**src/rtl/alu_exec_pkg.sv**
```systemverilog
// constants, operation codes and carrier types for the execute slice
`default_nettype none
package alu_exec_pkg;
   // register offsets (byte addresses on the bus)
   localparam logic [7:0] OFF_CTRL = 8'h00;
   localparam logic [7:0] OFF_INSTR = 8'h04;
   localparam logic [7:0] OFF_ACC = 8'h08;
   localparam logic [7:0] OFF_MEM = 8'h0c;
   localparam logic [7:0] OFF_STATUS = 8'h10;
   localparam logic [7:0] OFF_PC = 8'h14;
   localparam logic [7:0] OFF_STACK = 8'h18;
   // status field positions
   localparam int unsigned BIT_CARRY = 0;
   localparam int unsigned BIT_HALF = 1;
   localparam int unsigned BIT_ZERO = 2;
   localparam int unsigned BIT_EXCESS = 3;
   localparam int unsigned BIT_SLEEP = 4;
   localparam int unsigned BIT_EXPIRY = 5;
   localparam int unsigned BIT_IRQEN = 6;
   localparam int unsigned BIT_BUSY = 7;
   // instruction word fields: [23:16] op, [15:0] operand
   localparam int unsigned OP_LSB = 16;
   // reset values and constants
   localparam logic [7:0] RST_BYTE = 8'h00;
   localparam logic [15:0] RST_PC = 16'h0000;
   localparam logic [7:0] BCD_LIMIT = 8'h09;
   localparam logic [7:0] BCD_LOW_FIX = 8'h06;
   localparam logic [7:0] BCD_HIGH_FIX = 8'h60;
   localparam logic [1:0] LONG_CYCLES = 2'h2;

   typedef enum logic [7:0] {
      OP_IDLE = 8'h00, OP_INVERT_MEM = 8'h01, OP_INVERT_ACC = 8'h02,
      OP_BCD_ADJUST = 8'h03, OP_DEC_MEM = 8'h04, OP_DEC_ACC = 8'h05,
      OP_INC_MEM = 8'h06, OP_INC_ACC = 8'h07, OP_SLEEP = 8'h08,
      OP_BRANCH = 8'h09, OP_COPY_M2A = 8'h0a, OP_COPY_I2A = 8'h0b,
      OP_COPY_A2M = 8'h0c, OP_OR_MEM2A = 8'h0d, OP_OR_IMM2A = 8'h0e,
      OP_OR_A2MEM = 8'h0f, OP_SUB_EXIT = 8'h10, OP_SUB_EXIT_VAL = 8'h11,
      OP_IRQ_EXIT = 8'h12, OP_ROT_L_MEM = 8'h13, OP_ROT_L_ACC = 8'h14,
      OP_ROT_LC_MEM = 8'h15, OP_ROT_LC_ACC = 8'h16, OP_ROT_R_MEM = 8'h17,
      OP_ROT_R_ACC = 8'h18, OP_ROT_RC_MEM = 8'h19, OP_ROT_RC_ACC = 8'h1a,
      OP_SUB_BORROW = 8'h1b, OP_WRITE_PCL = 8'h1c
   } op_t;

   typedef enum logic [1:0] {
      ST_FETCH = 2'b00, ST_DUMMY = 2'b01, ST_ASLEEP = 2'b11
   } phase_t;

   typedef struct packed {
      logic irq_en;
      logic expiry;
      logic sleep;
      logic excess;
      logic zero;
      logic half;
      logic carry;
   } flags_t;

   typedef struct packed {
      phase_t phase;
      logic [7:0] acc;
      logic [7:0] mem;
      flags_t flags;
      logic [15:0] pc;
      logic [15:0] stack;
      logic irq_pend;
      logic wdt_clr;
      logic rd_ok;
      logic [31:0] rdata;
      logic wr_pend;
      logic [7:0] wr_addr;
   } state_t;
endpackage
`default_nettype wire

```
**src/rtl/alu_exec.sv**
```systemverilog
// execute slice of an 8-bit accumulator core behind an ahb-lite slave
`default_nettype none
// Summary of operation
// [RULE1] invert memory byte, to memory or accumulator
// [RULE2] bcd low nibble add 6 if over 9
// [RULE3] bcd high nibble add 6 if over 9
// [RULE4] bcd result to memory, only carry changes
// [RULE5] decrement to memory or accumulator, zero only
// [RULE6] increment to memory or accumulator, zero only
// [RULE7] sleep stops execution, keeps all state
// [RULE8] sleep clears watchdog, sets sleep flag
// [RULE9] branch loads pc, takes two cycles
// [RULE10] copies change no flag
// [RULE11] idle only advances the pc
// [RULE12] or to accumulator or memory, zero only
// [RULE13] subroutine exit pops pc, no flags
// [RULE14] exit with value also loads accumulator
// [RULE15] interrupt exit pops pc, sets irq enable
// [RULE16] pending interrupt served before resuming main
// [RULE17] rotate left, bit 7 into bit 0
// [RULE18] rotate left via carry
// [RULE19] rotate right, bit 0 into bit 7
// [RULE20] rotate right via carry
// [RULE21] subtract with borrow updates four flags
// [RULE22] carry clear on negative, set otherwise
// [RULE23] writing pc low takes two cycles
// [RULE24] 8-bit data, zero flag from result
// [RULE25] other ops finish in one cycle; the three exits also take two cycles
module alu_exec #(
   parameter int unsigned DATA_W = 8,
   parameter logic [15:0] IRQ_VECTOR = 16'h0004
) (
   input wire logic ref_clk,
   input wire logic nrst,
   input wire logic hsel,
   input wire logic [31:0] haddr,
   input wire logic [1:0] htrans,
   input wire logic hwrite,
   input wire logic [2:0] hsize,
   input wire logic [31:0] hwdata,
   input wire logic hready,
   output logic [31:0] hrdata,
   output logic hreadyout,
   output logic hresp,
   input wire logic irq_req,
   output logic sleep_active,
   output logic watchdog_clear
);
   // [RULE24] only 8-bit data served
   if (DATA_W != 8) begin : g_width_check
      $error("alu_exec supports only 8-bit data");
   end

   alu_exec_pkg::state_t cur;
   alu_exec_pkg::state_t nxt;
   logic [2:0] irq_sync;
   logic take_wr;
   logic take_rd;
   logic [7:0] op;
   logic [7:0] imm;
   logic [15:0] addr_f;
   logic [8:0] dif;
   logic [4:0] dif_lo;
   logic [7:0] fix;
   logic [8:0] bcd;
   logic [7:0] res;
   logic long_op;

   // irq pin into the clock domain; three stages in a row, stage three feeds irq_pend
   always_ff @(posedge ref_clk or negedge nrst) begin
      if (!nrst) begin
         irq_sync <= 3'h0;
      end else begin
         irq_sync <= {irq_sync[1:0], irq_req};
      end
   end

   assign take_wr = hsel && hready && htrans[1] && hwrite;
   assign take_rd = hsel && hready && htrans[1] && !hwrite;
   assign op = hwdata[alu_exec_pkg::OP_LSB +: 8];
   assign imm = hwdata[7:0];
   assign addr_f = hwdata[15:0];
   // subtract with borrow: acc - mem - ~carry
   assign dif = {1'b0, cur.acc} - {1'b0, cur.mem}
      - {8'h00, ~cur.flags.carry};
   assign dif_lo = {1'b0, cur.acc[3:0]} - {1'b0, cur.mem[3:0]}
      - {4'h0, ~cur.flags.carry};
   // bcd correction term
   always_comb begin
      fix = 8'h00;
      // [RULE2] low nibble fix
      if (cur.acc[3:0] > alu_exec_pkg::BCD_LIMIT[3:0] || cur.flags.half) begin
         fix = fix | alu_exec_pkg::BCD_LOW_FIX;
      end
      // [RULE3] high nibble fix
      if (cur.acc[7:4] > alu_exec_pkg::BCD_LIMIT[3:0] || cur.flags.carry) begin
         fix = fix | alu_exec_pkg::BCD_HIGH_FIX;
      end
   end
   assign bcd = {1'b0, cur.acc} + {1'b0, fix};

   // next-state logic: bus writes, instruction execution, readback
   always_comb begin
      nxt = cur;
      res = 8'h00;
      long_op = 1'b0;
      nxt.wdt_clr = 1'b0;
      nxt.rd_ok = 1'b0;
      nxt.wr_pend = take_wr;
      if (take_wr) begin
         nxt.wr_addr = haddr[7:0];
      end
      // level pending interrupt from the synchroniser's third stage
      nxt.irq_pend = irq_sync[2];
      if (cur.phase == alu_exec_pkg::ST_DUMMY) begin
         // [RULE16] pending interrupt taken before main program
         if (cur.irq_pend && cur.flags.irq_en) begin
            nxt.stack = cur.pc;
            nxt.pc = IRQ_VECTOR;
            nxt.flags.irq_en = 1'b0;
         end
         nxt.phase = alu_exec_pkg::ST_FETCH;
      end
      if (cur.wr_pend) begin
         case (cur.wr_addr)
            alu_exec_pkg::OFF_ACC: nxt.acc = hwdata[7:0];
            alu_exec_pkg::OFF_MEM: nxt.mem = hwdata[7:0];
            alu_exec_pkg::OFF_PC: nxt.pc = hwdata[15:0];
            alu_exec_pkg::OFF_STACK: nxt.stack = hwdata[15:0];
            alu_exec_pkg::OFF_STATUS: nxt.flags = hwdata[6:0];
            alu_exec_pkg::OFF_CTRL: begin
               // wake from sleep
               if (hwdata[0]) begin
                  nxt.phase = alu_exec_pkg::ST_FETCH;
               end
            end
            alu_exec_pkg::OFF_INSTR: begin
               // [RULE7] asleep or busy: instruction ignored
               if (cur.phase == alu_exec_pkg::ST_FETCH) begin
                  nxt.pc = cur.pc + 16'h0001;
                  case (op)
                     // [RULE11] idle only advances pc
                     alu_exec_pkg::OP_IDLE: res = 8'h00;
                     // [RULE1] invert to memory
                     alu_exec_pkg::OP_INVERT_MEM: begin
                        res = ~cur.mem;
                        nxt.mem = res;
                        nxt.flags.zero = (res == 8'h00);
                     end
                     // [RULE1] invert to accumulator
                     alu_exec_pkg::OP_INVERT_ACC: begin
                        res = ~cur.mem;
                        nxt.acc = res;
                        nxt.flags.zero = (res == 8'h00);
                     end
                     // [RULE4] adjusted value to memory, carry only
                     alu_exec_pkg::OP_BCD_ADJUST: begin
                        nxt.mem = bcd[7:0];
                        nxt.flags.carry = bcd[8] | cur.flags.carry;
                     end
                     // [RULE5] decrement
                     alu_exec_pkg::OP_DEC_MEM, alu_exec_pkg::OP_DEC_ACC: begin
                        res = cur.mem - 8'h01;
                        if (op == alu_exec_pkg::OP_DEC_MEM) begin
                           nxt.mem = res;
                        end else begin
                           nxt.acc = res;
                        end
                        nxt.flags.zero = (res == 8'h00);
                     end
                     // [RULE6] increment
                     alu_exec_pkg::OP_INC_MEM, alu_exec_pkg::OP_INC_ACC: begin
                        res = cur.mem + 8'h01;
                        if (op == alu_exec_pkg::OP_INC_MEM) begin
                           nxt.mem = res;
                        end else begin
                           nxt.acc = res;
                        end
                        nxt.flags.zero = (res == 8'h00);
                     end
                     // [RULE8] sleep entry clears watchdog
                     alu_exec_pkg::OP_SLEEP: begin
                        nxt.flags.sleep = 1'b1;
                        nxt.flags.expiry = 1'b0;
                        nxt.wdt_clr = 1'b1;
                        nxt.phase = alu_exec_pkg::ST_ASLEEP;
                     end
                     // [RULE9] branch loads address field
                     alu_exec_pkg::OP_BRANCH: begin
                        nxt.pc = addr_f;
                        long_op = 1'b1;
                     end
                     // [RULE10] copies leave flags alone
                     alu_exec_pkg::OP_COPY_M2A: nxt.acc = cur.mem;
                     alu_exec_pkg::OP_COPY_I2A: nxt.acc = imm;
                     alu_exec_pkg::OP_COPY_A2M: nxt.mem = cur.acc;
                     // [RULE12] or variants
                     alu_exec_pkg::OP_OR_MEM2A, alu_exec_pkg::OP_OR_IMM2A,
                     alu_exec_pkg::OP_OR_A2MEM: begin
                        res = cur.acc | ((op == alu_exec_pkg::OP_OR_IMM2A)
                           ? imm : cur.mem);
                        if (op == alu_exec_pkg::OP_OR_A2MEM) begin
                           nxt.mem = res;
                        end else begin
                           nxt.acc = res;
                        end
                        nxt.flags.zero = (res == 8'h00);
                     end
                     // [RULE13] pop pc
                     alu_exec_pkg::OP_SUB_EXIT: begin
                        nxt.pc = cur.stack;
                        long_op = 1'b1;
                     end
                     // [RULE14] pop pc and load value
                     alu_exec_pkg::OP_SUB_EXIT_VAL: begin
                        nxt.pc = cur.stack;
                        nxt.acc = imm;
                        long_op = 1'b1;
                     end
                     // [RULE15] pop pc, re-enable interrupts
                     alu_exec_pkg::OP_IRQ_EXIT: begin
                        nxt.pc = cur.stack;
                        nxt.flags.irq_en = 1'b1;
                        long_op = 1'b1;
                     end
                     // [RULE17] rotate left
                     alu_exec_pkg::OP_ROT_L_MEM, alu_exec_pkg::OP_ROT_L_ACC:
                     begin
                        res = {cur.mem[6:0], cur.mem[7]};
                        if (op == alu_exec_pkg::OP_ROT_L_MEM) begin
                           nxt.mem = res;
                        end else begin
                           nxt.acc = res;
                        end
                     end
                     // [RULE18] rotate left via carry
                     alu_exec_pkg::OP_ROT_LC_MEM, alu_exec_pkg::OP_ROT_LC_ACC:
                     begin
                        res = {cur.mem[6:0], cur.flags.carry};
                        nxt.flags.carry = cur.mem[7];
                        if (op == alu_exec_pkg::OP_ROT_LC_MEM) begin
                           nxt.mem = res;
                        end else begin
                           nxt.acc = res;
                        end
                     end
                     // [RULE19] rotate right
                     alu_exec_pkg::OP_ROT_R_MEM, alu_exec_pkg::OP_ROT_R_ACC:
                     begin
                        res = {cur.mem[0], cur.mem[7:1]};
                        if (op == alu_exec_pkg::OP_ROT_R_MEM) begin
                           nxt.mem = res;
                        end else begin
                           nxt.acc = res;
                        end
                     end
                     // [RULE20] rotate right via carry
                     alu_exec_pkg::OP_ROT_RC_MEM, alu_exec_pkg::OP_ROT_RC_ACC:
                     begin
                        res = {cur.flags.carry, cur.mem[7:1]};
                        nxt.flags.carry = cur.mem[0];
                        if (op == alu_exec_pkg::OP_ROT_RC_MEM) begin
                           nxt.mem = res;
                        end else begin
                           nxt.acc = res;
                        end
                     end
                     // [RULE21] subtract with borrow, four flags
                     alu_exec_pkg::OP_SUB_BORROW: begin
                        res = dif[7:0];
                        nxt.acc = res;
                        nxt.flags.zero = (res == 8'h00);
                        // [RULE22] carry set when not negative
                        nxt.flags.carry = ~dif[8];
                        nxt.flags.half = ~dif_lo[4];
                        nxt.flags.excess = (cur.acc[7] != cur.mem[7])
                           && (res[7] != cur.acc[7]);
                     end
                     // [RULE23] pc low write costs two cycles
                     alu_exec_pkg::OP_WRITE_PCL: begin
                        nxt.pc = {cur.pc[15:8], imm};
                        long_op = 1'b1;
                     end
                     default: res = 8'h00;
                  endcase
                  // [RULE25] single cycle unless pc is loaded (branch, the three exits, pc low write)
                  if (long_op) begin
                     nxt.phase = alu_exec_pkg::ST_DUMMY;
                  end
               end
            end
            default: res = 8'h00;
         endcase
      end
      // read data launched in the data phase
      if (take_rd) begin
         nxt.rd_ok = 1'b1;
         case (haddr[7:0])
            alu_exec_pkg::OFF_ACC: nxt.rdata = {24'h0, cur.acc};
            alu_exec_pkg::OFF_MEM: nxt.rdata = {24'h0, cur.mem};
            alu_exec_pkg::OFF_PC: nxt.rdata = {16'h0, cur.pc};
            alu_exec_pkg::OFF_STACK: nxt.rdata = {16'h0, cur.stack};
            alu_exec_pkg::OFF_STATUS: begin
               nxt.rdata = {24'h0, cur.phase != alu_exec_pkg::ST_FETCH,
                  cur.flags};
            end
            default: nxt.rdata = 32'h0;
         endcase
      end
   end

   // single state register
   always_ff @(posedge ref_clk or negedge nrst) begin
      if (!nrst) begin
         cur <= '0;
      end else begin
         cur <= nxt;
      end
   end

   assign hrdata = cur.rdata;
   assign hreadyout = 1'b1;
   assign hresp = 1'b0;
   assign sleep_active = (cur.phase == alu_exec_pkg::ST_ASLEEP);
   assign watchdog_clear = cur.wdt_clr;
endmodule
`default_nettype wire

```
**config.mk**
```make
export PLATFORM = sky130hd
export DESIGN_NAME = alu_exec
export DESIGN_NICKNAME = d
export VERILOG_FILES = /design/src/rtl/alu_exec_pkg.sv /design/src/rtl/alu_exec.sv
export SDC_FILE = /design/constraint.sdc
export NUM_CORES = 1
export LEC_CHECK = 0
export ABC_AREA = 1
export BUFFER_PORTS_ARGS = -buffer_cell sky130_fd_sc_hd__buf_2
export CORE_UTILIZATION = 56
export CTS_CLUSTER_SIZE = 25
export DETAILED_ROUTE_END_ITERATION = 6
export HOLD_SLACK_MARGIN = 0.05
export PLACE_DENSITY = 0.8
export SYNTH_ARGS = -nofsm -noshare
export SYNTH_HDL_FRONTEND = slang
export SYNTH_SLANG_ARGS = --single-unit
```
**constraint.sdc**
```tcl
create_clock -name ref_clk -period 2.8 [get_ports ref_clk]
set_input_delay 0.42 -clock ref_clk [delete_from_list [all_inputs] [get_ports ref_clk]]
set_output_delay 0.42 -clock ref_clk [all_outputs]
set_load 0.02 [all_outputs]
```
==> summary.md <==
| Metric | Value |
|---|---|
| Sequential cell area | `about 2200 sq um` |
| Antenna diodes | `0` |
| IO buf count | `between 50 and 60` |
| Status | `finished, final reports clean` |
| Synth top area share | `27.3%` |
| R2R Path End | `cur[86]` |
| Syn_area_per_cell | `~6.2 sq um` |
| RSZ-0062 raised after global routing | `no` |
| Multi-input logic area | `a little under 5000 sq um` |
| Drt wl/cell | `about 19 um` |
| Yosys cell types | `between 40 and 50` |
| Critical path launch point type | `flop` |
| Reg2Reg Launch Point | `cur[94]` |
| Hold Path Class | `in2async` |
| DRT iter0 DRCs | `1357` |
| CP Class | `reg2reg` |
| Critical path's top delay family | `simple AND/OR/NAND/NOR gates` |
| DR DRC count | `0` |
| Final setup margin | `between 0.15 and 0.2 ns` |
| DRT Pass-1 Iters | `7` |
| Ports | `111` |
| Final ANT Viol Nets | `0` |
| Share of layout cells above drive strength 1 | `13.3%` |
| Crit path capture type | `flop` |
| Pleak | `4.74 nW` |
| DR vias/cell | `around 5.9` |
| Setup Skew | `between 0.008 and 0.009 ns` |
| Fin Setup TNS | `0 ns` |
| GRT Util Overall | `41.6%` |
| CTS tree | `built` |
| R2r worst-path depth | `16` |
| Hold Vio Cnt, Final | `0` |
| DRT Wirelength | `~30000 um` |
| Die ar. | `~15000 sq um` |
| Count leader, synth | `nand2_1` |
| Post-synth top area cell | `dfrtp_1` |
| Vias in the first global route | `around 8.3k` |
| Flops & latches, synth | `87` |
| Worst path slowest cell | `dfrtp_1` |
| Slew margin rel. | `a little over two fifths` |
| Overall power | `around 5.9 mW` |
| Synth top cells by count | `348 x nand2_1, 159 x nor2_1, 156 x inv_1` |
| Largest net degree at the start of global routing | `46` |
| CP max FO | `5` |
| Post-Synthesis Cells | `1287` |
| Critical-path cell list | `inv_1 > a21oi_1 > nor2_1 > inv_1 > ha_1 > inv_1 > fa_1 > nor2_1 > nand3b_1 > o21ai_0 > nor3_1 > nand2_1 > o21ai_0 > nand2_1 > nand2_1 > nand2_1` |
| Post-synth ARST share | `100%` |
| CTS H-tree depth | `3` |
| TritonCTS Buffers | `9` |
| Ys Warns | `0` |
| Initial antenna violation count | `0` |
| Final Cycle Share | `just over 90%` |
| Synthesized cell area | `around 8000 sq um` |
| Crit-path most repeated cell | `nand2_1` |
| Max stage delay on crit path | `about 0.43 ns` |
| Fin area | `roughly 8900 sq um` |
| Cell row count | `43` |
| Worst VDD drop | `~0.53 mV` |
| Worst skew pair latency | `about 0.35 ns` |
| Post-synthesis sequential area ratio | `~27%` |
| First-pass GRT wire length | `~46000 um` |
| EDFF count, synth | `0` |
| Die Ht | `121 um` |
| Area Growth Syn to Fin | `11.4%` |
| Buffers & Inverters on Critical Path | `3` |
| # Post-CTS Setup Buffers | `0` |
| Final slew viol count | `0` |
| Core area | `13900 sq um` |
| Fmax | `roughly 380 MHz` |
| Arrival time worst endpoint | `~2.9 ns` |
| Post-synth top flop | `dfrtp_1` |
| Vias | `approximately 9.1k` |
| Overflow after GRT | `0` |
| Worst hold margin | `between 0.05 and 0.06 ns` |
| Clock Sinks | `a little under 90` |
| Worst path required time | `3.05 ns` |
| CTS Root Cell | `clkbuf_16` |
| NumNets Final | `between 1k and 1.5k` |
| Starting density of the core | `between 50 and 60%` |
| Endpoints failing setup | `0` |
| R2r setup slk | `about 0.18 ns` |
| Max-cap violations | `0` |
| Pwr Density | `about 670 nW/um^2` |
| Width of the die | `between 100 and 150 um` |
| Clock Path Buffers | `2` |
| Area after DPL | `~8600 sq um` |
| Pre-CTS setup slack | `between 0.15 and 0.2 ns` |
| Fillers | `~1.3k` |
| Ranking of synthesized cells by area | `dfrtp_1 27%, nand2_1 16%, nor2_1 7.5%` |
| RD Place Congestion | `around 1.1` |
| HPWL Detailed | `about 24000 um` |
| Worst Tran Pin Value | `~0.85 ns` |
| Final min period | `between 2 and 3 ns` |
| Worst-path clk slew | `about 0.07 ns` |
## layout make-up
| type | instances | share of cell area [%] |
|---|---|---|
| well taps | 180 | 2.53 |
| clock inverters | 7 | 1.15 |
| multi-input cells | 977 | 54.1 |
| clock buffers | 9 | 2.53 |
| flip-flops and latches | 87 | 24.5 |
| repair buffers | 108 | 7.72 |
| inverters | 176 | 7.46 |
## per-layer routing
metal | vias up | wire, um | global-route usage [%]
met1 | 4107 | 11900 | 55.5
met2 | 649 | 12800 | 62.0
li1 | 4287 | - | -
met5 | - | 0 | 0
met3 | 99 | 4100 | 11.9
met4 | 0 | 1330 | 18.4
## sequential cells by signal (all words and copies together), names as in the netlist
register        count
hrdata             16
cur                67
watchdog_clear      1
irq_sync            3
## layout by cell type (no fill, tap or decap), types with 27 or more instances in the layout
cell type	n
nand3_1	93
nor2_1	159
o22ai_1	27
dfrtp_1	87
nand2_1	348
o21ai_0	83
buf_2	55
a21oi_1	62
buf_4	52
inv_1	156
## stage by stage
stage | util [%] | std cells
floorplan | - | 1303
global placement | 61.6 | 1528
detailed placement | 61.6 | 1528
CTS | 64.0 | 1544
global route | 64.0 | 1544
finish | 64.0 | 1544
## power breakdown
part | leakage (nW) | switching, mW | total [mW] | internal [mW]
Sequential | 1.03 | 0.320 | 1.90 | 1.58
Combinational | 3.55 | 1.73 | 2.66 | 0.928
Clock | 0.162 | 0.556 | 1.35 | 0.795
Total | 4.74 | 2.61 | 5.91 | 3.30
## repair_timing
| item | in CTS | in global routing |
|---|---|---|
| endpoints found under the setup margin | 0 | 4 |
| hold buffers | 0 | 0 |
| gates resized for setup | 0 | 1 |
## worst max path at each step
stage | startpoint | cells after the start | slack, ns | endpoint
floorplan | cur[92] | 16 | 0.52 | cur[86]
global placement | cur[91] | 13 | 0.29 | cur[78]
detailed placement | cur[91] | 12 | 0.20 | cur[96]
CTS | cur[91] | 13 | 0.16 | cur[78]
global route | cur[94] | 17 | 0.01 | cur[88]
finish | cur[94] | 16 | 0.18 | cur[86]
## kinds of logic (layout without fill, tap and decap cells)
logic type,Yosys count,count (layout),synth area share (%)
simple gates,691,691,37.4
xor+xnor,8,8,0.879
fa+ha+maj,26,26,4.36
flops,87,87,27.3
mux,1,1,0.141
compound gates,233,233,16.6
other cells,2,18,0.0942
buf+inv,239,300,13.2
(Power assumes the default switching activity.)
